`config.mk`:
```
export PLATFORM = sky130hd
export DESIGN_NAME = adc_mode_calibration_sequencer
export DESIGN_NICKNAME = d
export VERILOG_FILES = /design/src/adc_seq_pkg.sv /design/src/adc_mode_calibration_sequencer.sv
export SDC_FILE = /design/constraint.sdc
export NUM_CORES = 1
export LEC_CHECK = 0
export BUFFER_PORTS_ARGS = -buffer_cell sky130_fd_sc_hd__buf_2
export CORE_AREA = 2 2 131 133
export CTS_CLUSTER_DIAMETER = 30
export DETAILED_ROUTE_END_ITERATION = 7
export DIE_AREA = 0 0 133 135
export HOLD_SLACK_MARGIN = 0.03
export PLACE_DENSITY_LB_ADDON = 0.3
export REMOVE_ABC_BUFFERS = 1
export SKIP_LAST_GASP = 1
export SLEW_MARGIN = 20
export SYNTH_ARGS = -nofsm -noshare
export SYNTH_HDL_FRONTEND = slang
export SYNTH_SLANG_ARGS = --single-unit
```
`constraint.sdc`:
```
create_clock -name sys_clk_i -period 14.58 [get_ports sys_clk_i]
set_input_delay 1.458 -clock sys_clk_i [delete_from_list [all_inputs] [get_ports sys_clk_i]]
set_output_delay 1.458 -clock sys_clk_i [all_outputs]
set_load 0.01 [all_outputs]
```
`src/adc_seq_pkg.sv`:
```
// Shared constants and types of the mode and calibration sequencer.
package adc_seq_pkg;

    // ------------------------------------------------------------------
    // Mode codes
    // ------------------------------------------------------------------
    localparam logic [2:0] MODE_CONT = 3'h0;
    localparam logic [2:0] MODE_SINGLE = 3'h1;
    localparam logic [2:0] MODE_IDLE = 3'h2;
    localparam logic [2:0] MODE_PDOWN = 3'h3;
    localparam logic [2:0] MODE_ZS_INT = 3'h4;
    localparam logic [2:0] MODE_FS_INT = 3'h5;
    localparam logic [2:0] MODE_ZS_SYS = 3'h6;
    localparam logic [2:0] MODE_FS_SYS = 3'h7;
    localparam logic [2:0] MODE_RESET = MODE_CONT;

    // ------------------------------------------------------------------
    // Calibration lengths in conversion cycles and gain codes
    // ------------------------------------------------------------------
    localparam logic [2:0] CAL_CYC_SHORT = 3'h2;
    localparam logic [2:0] CAL_CYC_LONG = 3'h4;
    localparam logic [2:0] GAIN_UNITY = 3'h0;
    localparam logic [2:0] GAIN_128 = 3'h7;

    // ------------------------------------------------------------------
    // Timing: 100 MHz system clock
    // ------------------------------------------------------------------
    localparam int CLK_HZ = 100_000_000;
    localparam int SETTLE_MS_MIN = 4;
    localparam int CYC_PER_MS = CLK_HZ / 1000;

    typedef enum logic [1:0] {
        CAL_NONE,
        CAL_ZERO,
        CAL_FULL
    } cal_kind_t;

    typedef struct packed {
        logic [3:0] rate_code;
        logic valid;
        logic [8:0] settle_ms;
        logic [15:0] rate_centihz;
    } rate_info_t;

    typedef struct packed {
        logic filter_rst;
        logic mod_rst;
        logic mod_clk_en;
        logic analog_en;
        logic clock_output_pin_en;
    } power_ctl_t;

endpackage : adc_seq_pkg

```
`src/adc_mode_calibration_sequencer.sv`:
```
// Mode, calibration and update-rate sequencer of a sigma-delta converter.
// Behaviour
// - Mode 000 continuous default, 001 single, 010 idle.
// - Idle holds filter and modulator reset, clocks run.
// - Power-down switches off all circuitry and clock output.
// - Internal zero-scale shorts input, takes two cycles.
// - Ready high during calibration, low when done.
// - Finished calibration changes mode to idle.
// - Zero-scale result written to channel offset register.
// - Internal full-scale: two cycles unity, four other gains, refused at gain 128.
// - Full-scale result written to channel full-scale register.
// - System full-scale takes two cycles.
// - Rate codes 0000 invalid, 0001-0111 with settle times.
// - Rate codes 1000-1111 with settle times.
`timescale 1ns/10ps
`default_nettype none

module adc_mode_calibration_sequencer #(
    parameter int CHANNELS = 3,
    parameter int COEF_W = 24
) (
    input wire logic sys_clk_i,
    input wire logic nrst_i,
    input wire logic mode_wr_i,
    input wire logic [2:0] op_mode_sel_i,
    input wire logic [3:0] update_rate_sel_i,
    input wire logic [1:0] input_channel_sel_i,
    input wire logic [2:0] gain_sel_i,
    input wire logic conv_done_i,
    input wire logic [COEF_W-1:0] conv_result_i,
    output logic [2:0] op_mode_o,
    output logic ready_n_o,
    output logic cal_busy_o,
    output logic cal_refused_o,
    output logic input_short_o,
    output logic fs_ref_apply_o,
    output adc_seq_pkg::power_ctl_t power_o,
    output adc_seq_pkg::rate_info_t rate_o,
    output logic [CHANNELS*COEF_W-1:0] offset_coef_o,
    output logic [CHANNELS*COEF_W-1:0] fullscale_coef_o
);

    // ------------------------------------------------------------------
    // Reset release
    // ------------------------------------------------------------------
    logic rst_s1_q;
    logic rst_n_q;

    always_ff @(posedge sys_clk_i or negedge nrst_i)
    begin
        if (!nrst_i)
        begin
            rst_s1_q <= 1'b0;
            rst_n_q <= 1'b0;
        end
        else
        begin
            rst_s1_q <= 1'b1;
            rst_n_q <= rst_s1_q;
        end
    end

    // ------------------------------------------------------------------
    // Mode and calibration state
    // ------------------------------------------------------------------
    logic [2:0] mode_q, mode_d;
    adc_seq_pkg::cal_kind_t kind_q, kind_d;
    logic [2:0] left_q, left_d;
    logic [1:0] chan_q, chan_d;
    logic ready_n_q, ready_n_d;
    logic refused_q, refused_d;
    logic [COEF_W-1:0] offs_q [CHANNELS];
    logic [COEF_W-1:0] fsc_q [CHANNELS];
    logic [COEF_W-1:0] offs_d [CHANNELS];
    logic [COEF_W-1:0] fsc_d [CHANNELS];
    logic is_cal_req;

    assign is_cal_req = op_mode_sel_i[2];

    always_comb
    begin
        mode_d = mode_q;
        kind_d = kind_q;
        left_d = left_q;
        chan_d = chan_q;
        ready_n_d = ready_n_q;
        refused_d = 1'b0;
        offs_d = offs_q;
        fsc_d = fsc_q;
        if (mode_wr_i)
        begin
            if (is_cal_req && op_mode_sel_i == adc_seq_pkg::MODE_FS_INT
                && gain_sel_i == adc_seq_pkg::GAIN_128)
            begin
                // Host broke the gain limit; the request is dropped.
                refused_d = 1'b1;
            end
            else if (is_cal_req)
            begin
                mode_d = op_mode_sel_i;
                chan_d = input_channel_sel_i;
                ready_n_d = 1'b1;
                left_d = adc_seq_pkg::CAL_CYC_SHORT;
                kind_d = op_mode_sel_i[0] ? adc_seq_pkg::CAL_FULL
                                          : adc_seq_pkg::CAL_ZERO;
                if (op_mode_sel_i == adc_seq_pkg::MODE_FS_INT
                    && gain_sel_i != adc_seq_pkg::GAIN_UNITY)
                begin
                    left_d = adc_seq_pkg::CAL_CYC_LONG;
                end
            end
            else
            begin
                mode_d = op_mode_sel_i;
                kind_d = adc_seq_pkg::CAL_NONE;
                left_d = '0;
            end
        end
        else if (kind_q != adc_seq_pkg::CAL_NONE && conv_done_i)
        begin
            left_d = left_q - 3'h1;
            if (left_q == 3'h1)
            begin
                if (kind_q == adc_seq_pkg::CAL_ZERO)
                begin
                    offs_d[chan_q] = conv_result_i;
                end
                else
                begin
                    fsc_d[chan_q] = conv_result_i;
                end
                kind_d = adc_seq_pkg::CAL_NONE;
                ready_n_d = 1'b0;
                mode_d = adc_seq_pkg::MODE_IDLE;
            end
        end
    end

    always_ff @(posedge sys_clk_i or negedge rst_n_q)
    begin
        if (!rst_n_q)
        begin
            mode_q <= adc_seq_pkg::MODE_RESET;
            kind_q <= adc_seq_pkg::CAL_NONE;
            left_q <= '0;
            chan_q <= '0;
            ready_n_q <= 1'b1;
            refused_q <= 1'b0;
            for (int i = 0; i < CHANNELS; i++)
            begin
                offs_q[i] <= '0;
                fsc_q[i] <= '0;
            end
        end
        else
        begin
            mode_q <= mode_d;
            kind_q <= kind_d;
            left_q <= left_d;
            chan_q <= chan_d;
            ready_n_q <= ready_n_d;
            refused_q <= refused_d;
            offs_q <= offs_d;
            fsc_q <= fsc_d;
        end
    end

    // ------------------------------------------------------------------
    // Power and reset controls of the analog and filter sections
    // ------------------------------------------------------------------
    logic pdown;
    assign pdown = (mode_q == adc_seq_pkg::MODE_PDOWN);

    always_comb
    begin
        power_o.filter_rst = (mode_q == adc_seq_pkg::MODE_IDLE) || pdown;
        power_o.mod_rst = (mode_q == adc_seq_pkg::MODE_IDLE) || pdown;
        power_o.mod_clk_en = !pdown;
        power_o.analog_en = !pdown;
        power_o.clock_output_pin_en = !pdown;
    end

    assign input_short_o = (kind_q == adc_seq_pkg::CAL_ZERO)
                           && (mode_q == adc_seq_pkg::MODE_ZS_INT);
    assign fs_ref_apply_o = (kind_q == adc_seq_pkg::CAL_FULL)
                            && (mode_q == adc_seq_pkg::MODE_FS_INT);
    assign cal_busy_o = (kind_q != adc_seq_pkg::CAL_NONE);
    assign cal_refused_o = refused_q;
    assign op_mode_o = mode_q;
    assign ready_n_o = ready_n_q;

    generate
        for (genvar g = 0; g < CHANNELS; g++)
        begin : g_coef
            assign offset_coef_o[g*COEF_W +: COEF_W] = offs_q[g];
            assign fullscale_coef_o[g*COEF_W +: COEF_W] = fsc_q[g];
        end
    endgenerate

    // ------------------------------------------------------------------
    // Update rate decode
    // ------------------------------------------------------------------
    adc_seq_pkg::rate_info_t rate_q, rate_d;

    always_comb
    begin
        rate_d.rate_code = update_rate_sel_i;
        rate_d.valid = 1'b1;
        unique case (update_rate_sel_i)
            4'h0:
            begin
                rate_d.valid = 1'b0;
                rate_d.settle_ms = 9'h000;
                rate_d.rate_centihz = 16'h0000;
            end
            4'h1:
            begin
                rate_d.settle_ms = 9'h004;
                rate_d.rate_centihz = 16'hc350;
            end
            4'h2:
            begin
                rate_d.settle_ms = 9'h008;
                rate_d.rate_centihz = 16'h61a8;
            end
            4'h3:
            begin
                rate_d.settle_ms = 9'h010;
                rate_d.rate_centihz = 16'h30d4;
            end
            4'h4:
            begin
                rate_d.settle_ms = 9'h020;
                rate_d.rate_centihz = 16'h186a;
            end
            4'h5:
            begin
                rate_d.settle_ms = 9'h028;
                rate_d.rate_centihz = 16'h1388;
            end
            4'h6:
            begin
                rate_d.settle_ms = 9'h030;
                rate_d.rate_centihz = 16'h0f50;
            end
            4'h7:
            begin
                rate_d.settle_ms = 9'h03c;
                rate_d.rate_centihz = 16'h0d02;
            end
            4'h8:
            begin
                rate_d.settle_ms = 9'h065;
                rate_d.rate_centihz = 16'h07a8;
            end
            4'h9:
            begin
                rate_d.settle_ms = 9'h078;
                rate_d.rate_centihz = 16'h0686;
            end
            4'ha:
            begin
                rate_d.settle_ms = 9'h078;
                rate_d.rate_centihz = 16'h0686;
            end
            4'hb:
            begin
                rate_d.settle_ms = 9'h0a0;
                rate_d.rate_centihz = 16'h04e2;
            end
            4'hc:
            begin
                rate_d.settle_ms = 9'h0c8;
                rate_d.rate_centihz = 16'h03e8;
            end
            4'hd:
            begin
                rate_d.settle_ms = 9'h0f0;
                rate_d.rate_centihz = 16'h0341;
            end
            4'he:
            begin
                rate_d.settle_ms = 9'h140;
                rate_d.rate_centihz = 16'h0271;
            end
            4'hf:
            begin
                rate_d.settle_ms = 9'h1e0;
                rate_d.rate_centihz = 16'h01a1;
            end
        endcase
    end

    always_ff @(posedge sys_clk_i or negedge rst_n_q)
    begin
        if (!rst_n_q)
        begin
            rate_q <= '0;
        end
        else
        begin
            rate_q <= rate_d;
        end
    end

    assign rate_o = rate_q;

endmodule : adc_mode_calibration_sequencer

`default_nettype wire

```
==> results list <==
- Share of total power in combinational logic: 0.100
* Required @ worst endpoint: roughly 15 ns
- Avg Inst Size Synth: 15.04 µm²
- Most common flop cell mapped by yosys: dfrtp_1
- RSZ-0062 raised after global routing: no
* Number of detailed-route iterations in the first pass: 5
- Counting buffers and inverters, the worst setup path is 5 cells deep.
* R2r worst-path depth: 6
* Result of the run: finished clean
* Filler cell count: 1379
- Core area: 16410 µm²
- Width of the chip: between 100 and 150 µm
- Summed over all nets, the switching power comes to roughly 0.28 mW.
- Hold bufs inserted after CTS: 0
- For this run, the number of Yosys warnings is 0.
* CTS Sinks: 187
- The number of hold-slack violations in the final timing report is 0.
- Leakage: between 5 and 6 nW
* Antenna diode count: 0
* IO Port Bufs: between 200 and 250
- In this run, synthesis produced a sequential element count of between 150 and 200.
* Clock slew at reported path FFs: around 0.070 ns
* Path class of the lowest-slack min-delay path: reg2reg
* Hold Path Cell Cnt: 0
- The internal portion of the total power is a little over 0.8 mW.
- The share of total power dissipated in the clock network is 0.382.
- The worst setup path is launched from an input pin.
- Setup violators final: 0
- In the final design database the tool counted about 750 nets.
- Top post-synthesis cells by area: dfrtp_1 (63%), mux2_2 (19%), mux2_4 (4.1%), nand2_1 (0.97%), clkbuf_1 (0.71%)
* Total number of placement rows: 47
- IR Drop Worst-Case VDD: around 0.08 mV
- Initial Utilization: 0.4492
- After legalization and detailed placement, the total HPWL measured 12230 µm.
- For the worst setup path, the data arrival time is 3.77 ns.
- Fraction of layout instances using a drive strength above 1: 0.5762
* Insertion delay to the later sink of the worst-skew pair: 0.43 ns
- The congestion estimate from routability-driven global placement came to slightly below 0.8.
* Number of antenna violations at the first check in global routing: 0
- Across all layers, the routed design uses approximately 4700 vias.
- The floorplan step defined a die boundary enclosing about 18000 µm².
- Worst clock skew: 0.008921 ns
- The synthesized design contains 0 enable-type register cells.
* Average wire per cell in the routed design: between 15 and 20 µm
- Sequential Power Share: 0.518
- The detail route stage leaves a number of antenna-violating nets equal to 0.
- CTS tree: done
- Wires add up to around 17000 µm.
* DRC violation total after the first TritonRoute iteration: 170
- Footprint of the flip-flops and latches: approximately 4700 µm²
* Critical Path, Cell by Cell: buf_2 -> nand4bb_1 -> nor4b_4 -> buf_4 -> mux2_2
* Post-route cell area: a little over 9000 µm²
- Once the clock tree was built, the resizer swapped 0 gates to a different size.
* Post-Place Cell Area: approximately 8600 µm²
- Largest stage delay on the critical path: 0.83 ns
- Max-cap check violation count: 0
- The slowest stage of the critical path is the nor4b_4 cell.
* Number of buffers and inverters on the critical path: 2
- Global-route wire length before repair: 27280 µm
* Yosys top cell by area: dfrtp_1
- STA classifies the critical path endpoint as a flop.
* Switching share of total power: 0.2519
- Number of top-level pins: 227
* Maximum achievable frequency: a little under 0.3 GHz
- Power density relative to cell area: around 120 nW/µm²
* Layout-stage area growth over the synthesis result: 24.58%
- Setup slack after placement: between 10 and 15 ns
- Summing all multi-input logic gate instances after layout gives roughly 2500 µm².
- Worst slew margin relative to its limit: 0.3056
* Final critical path time including I/O delays and setup: ~3.5 ns
* Count of different cell masters after synthesis: 54
* Remaining Overflow, GRT: 0
* H-tree Lvls: 4
- For this run, design rule violations remaining after detail routing come to 0.
* Post-synthesis async set-or-reset flop share: 1.000
- The synthesized netlist occupies a cell area of about 7400 µm².
* Final setup margin: between 10 and 15 ns
* Num CTS Buffers: 17
* Worst slew pin tran: between 1 and 1.5 ns
- In this design, the largest share of critical-path delay is due to simple AND/OR/NAND/NOR gates.
- Number of slew-limit violations in the final report: 0
- In the final timing run, aggregate negative setup slack is 0 ns.
- The share of synthesized area in the top cell type comes to 0.6315.
* Root Buffer Master: clkbuf_16
- Entering global routing, the biggest net connects 78 pins.
* Mean number of vias per cell: around 5.0
* Fin crit share: 0.2376
- Of the synthesized area, sequential elements account for 0.6350.
- The number of global-route vias before repair came to about 5100.
* Post-synthesis cell count: between 400 and 500
- In this run the post-CTS setup repair buffer count came out at 0.
* Critical path fanouts, max: 15
- Die boundary height: between 100 and 150 µm
- For this run, the total global-route usage over all layers was measured as 0.1980.
- Maximum clock insertion buffer count: 2
- The critical path is of the in2reg type.
## kinds of logic after synthesis
| group | count (synthesis) | synth area share |
|---|---|---|
| flops | 187 | 0.6350 |
| mux | 149 | 0.2373 |
| simple gates | 76 | 0.05907 |
| buf+inv | 38 | 0.03089 |
| compound gates | 33 | 0.02971 |
| xor+xnor | 3 | 0.003565 |
| fa+ha+maj | 2 | 0.003394 |
| other cells | 2 | 0.001019 |
## final timing paths
check                                from                    to  slack [ns]
worst max-delay path            mode_wr_i  fullscale_coef_o[20]       11.12
worst min-delay path             rst_s1_q               rst_n_q        0.36
worst max register to register  left_q[1]  fullscale_coef_o[41]       11.78
worst min register to register   rst_s1_q               rst_n_q        0.36
max in group asynchronous         rst_n_q  fullscale_coef_o[13]       12.73
min in group asynchronous         rst_n_q  fullscale_coef_o[25]        0.40
## state kept, by name (all words and copies together) (netlist names)
register,cells
ready_n_o,1
rst_n_q,1
rst_s1_q,1
rate_o,29
op_mode_o,3
offset_coef_o,72
chan_q,2
kind_q,2
left_q,3
fullscale_coef_o,72
cal_refused_o,1
## cells in the mapped netlist (all sizes together), types with 2 or more instances
cell type    n
a21oi        5
a21boi       2
dfrtp      186
o211ai       2
clkbuf      14
mux2i        3
buf         17
inv          7
nand2       19
o22ai        2
mux2       146
nand3        3
nand2b       8
and2         3
nor2b        7
xnor2        2
ha           2
or4          2
nand3b       2
o21ai       10
conb         2
nor2        13
and3         2
nor3         7
## final cells by class
class	count	share of cell area
clock buffers	20	0.04864
clock inverters	12	0.009947
inverters	7	0.002861
multi-input cells	265	0.2709
flip-flops and latches	187	0.5102
well taps	220	0.02998
repair buffers	231	0.1275
## stage by stage
stage | hold WS [ns] | util | cells | total power [mW]
global route | 0.3782 | 0.5597 | 942 | 1.146
CTS | 0.3609 | 0.5596 | 942 | 1.109
floorplan | 0.3312 | - | 459 | 0.6300
detailed placement | 0.3452 | 0.5268 | 910 | 0.6893
global placement | 0.3373 | 0.5268 | 910 | 0.6846
finish | 0.3581 | 0.5597 | 942 | 1.097
## power groups by stage
| stage | Combinational, mW | Sequential [mW] | Clock [mW] |
|---|---|---|---|
| floorplan | 0.0383 | 0.592 | 0 |
| global placement | 0.108 | 0.577 | 0 |
| detailed placement | 0.111 | 0.578 | 0 |
| CTS | 0.111 | 0.569 | 0.429 |
| global route | 0.120 | 0.572 | 0.454 |
| finish | 0.109 | 0.568 | 0.420 |
## cell usage in the layout, fill, tap and decap left out, types with 7 or more instances in the layout
master / instances
buf_2: 225
dfrtp_1: 185
mux2_2: 126
mux2_4: 20
nand2_1: 19
clkbuf_16: 17
nor2_1: 13
o21ai_0: 10
inv_1: 7
nor2b_1: 7
nand2b_1: 7
## layer usage
metal / track usage / share of wire / wire [µm]
met2: 0.3345 / 0.49 / 8520
met3: 0.06607 / 0.071 / 1225
met5: 0 / 0 / 0
met4: 0.06272 / 0.014 / 244
met1: 0.2417 / 0.42 / 7278
Power figures use the tool's default switching activity.
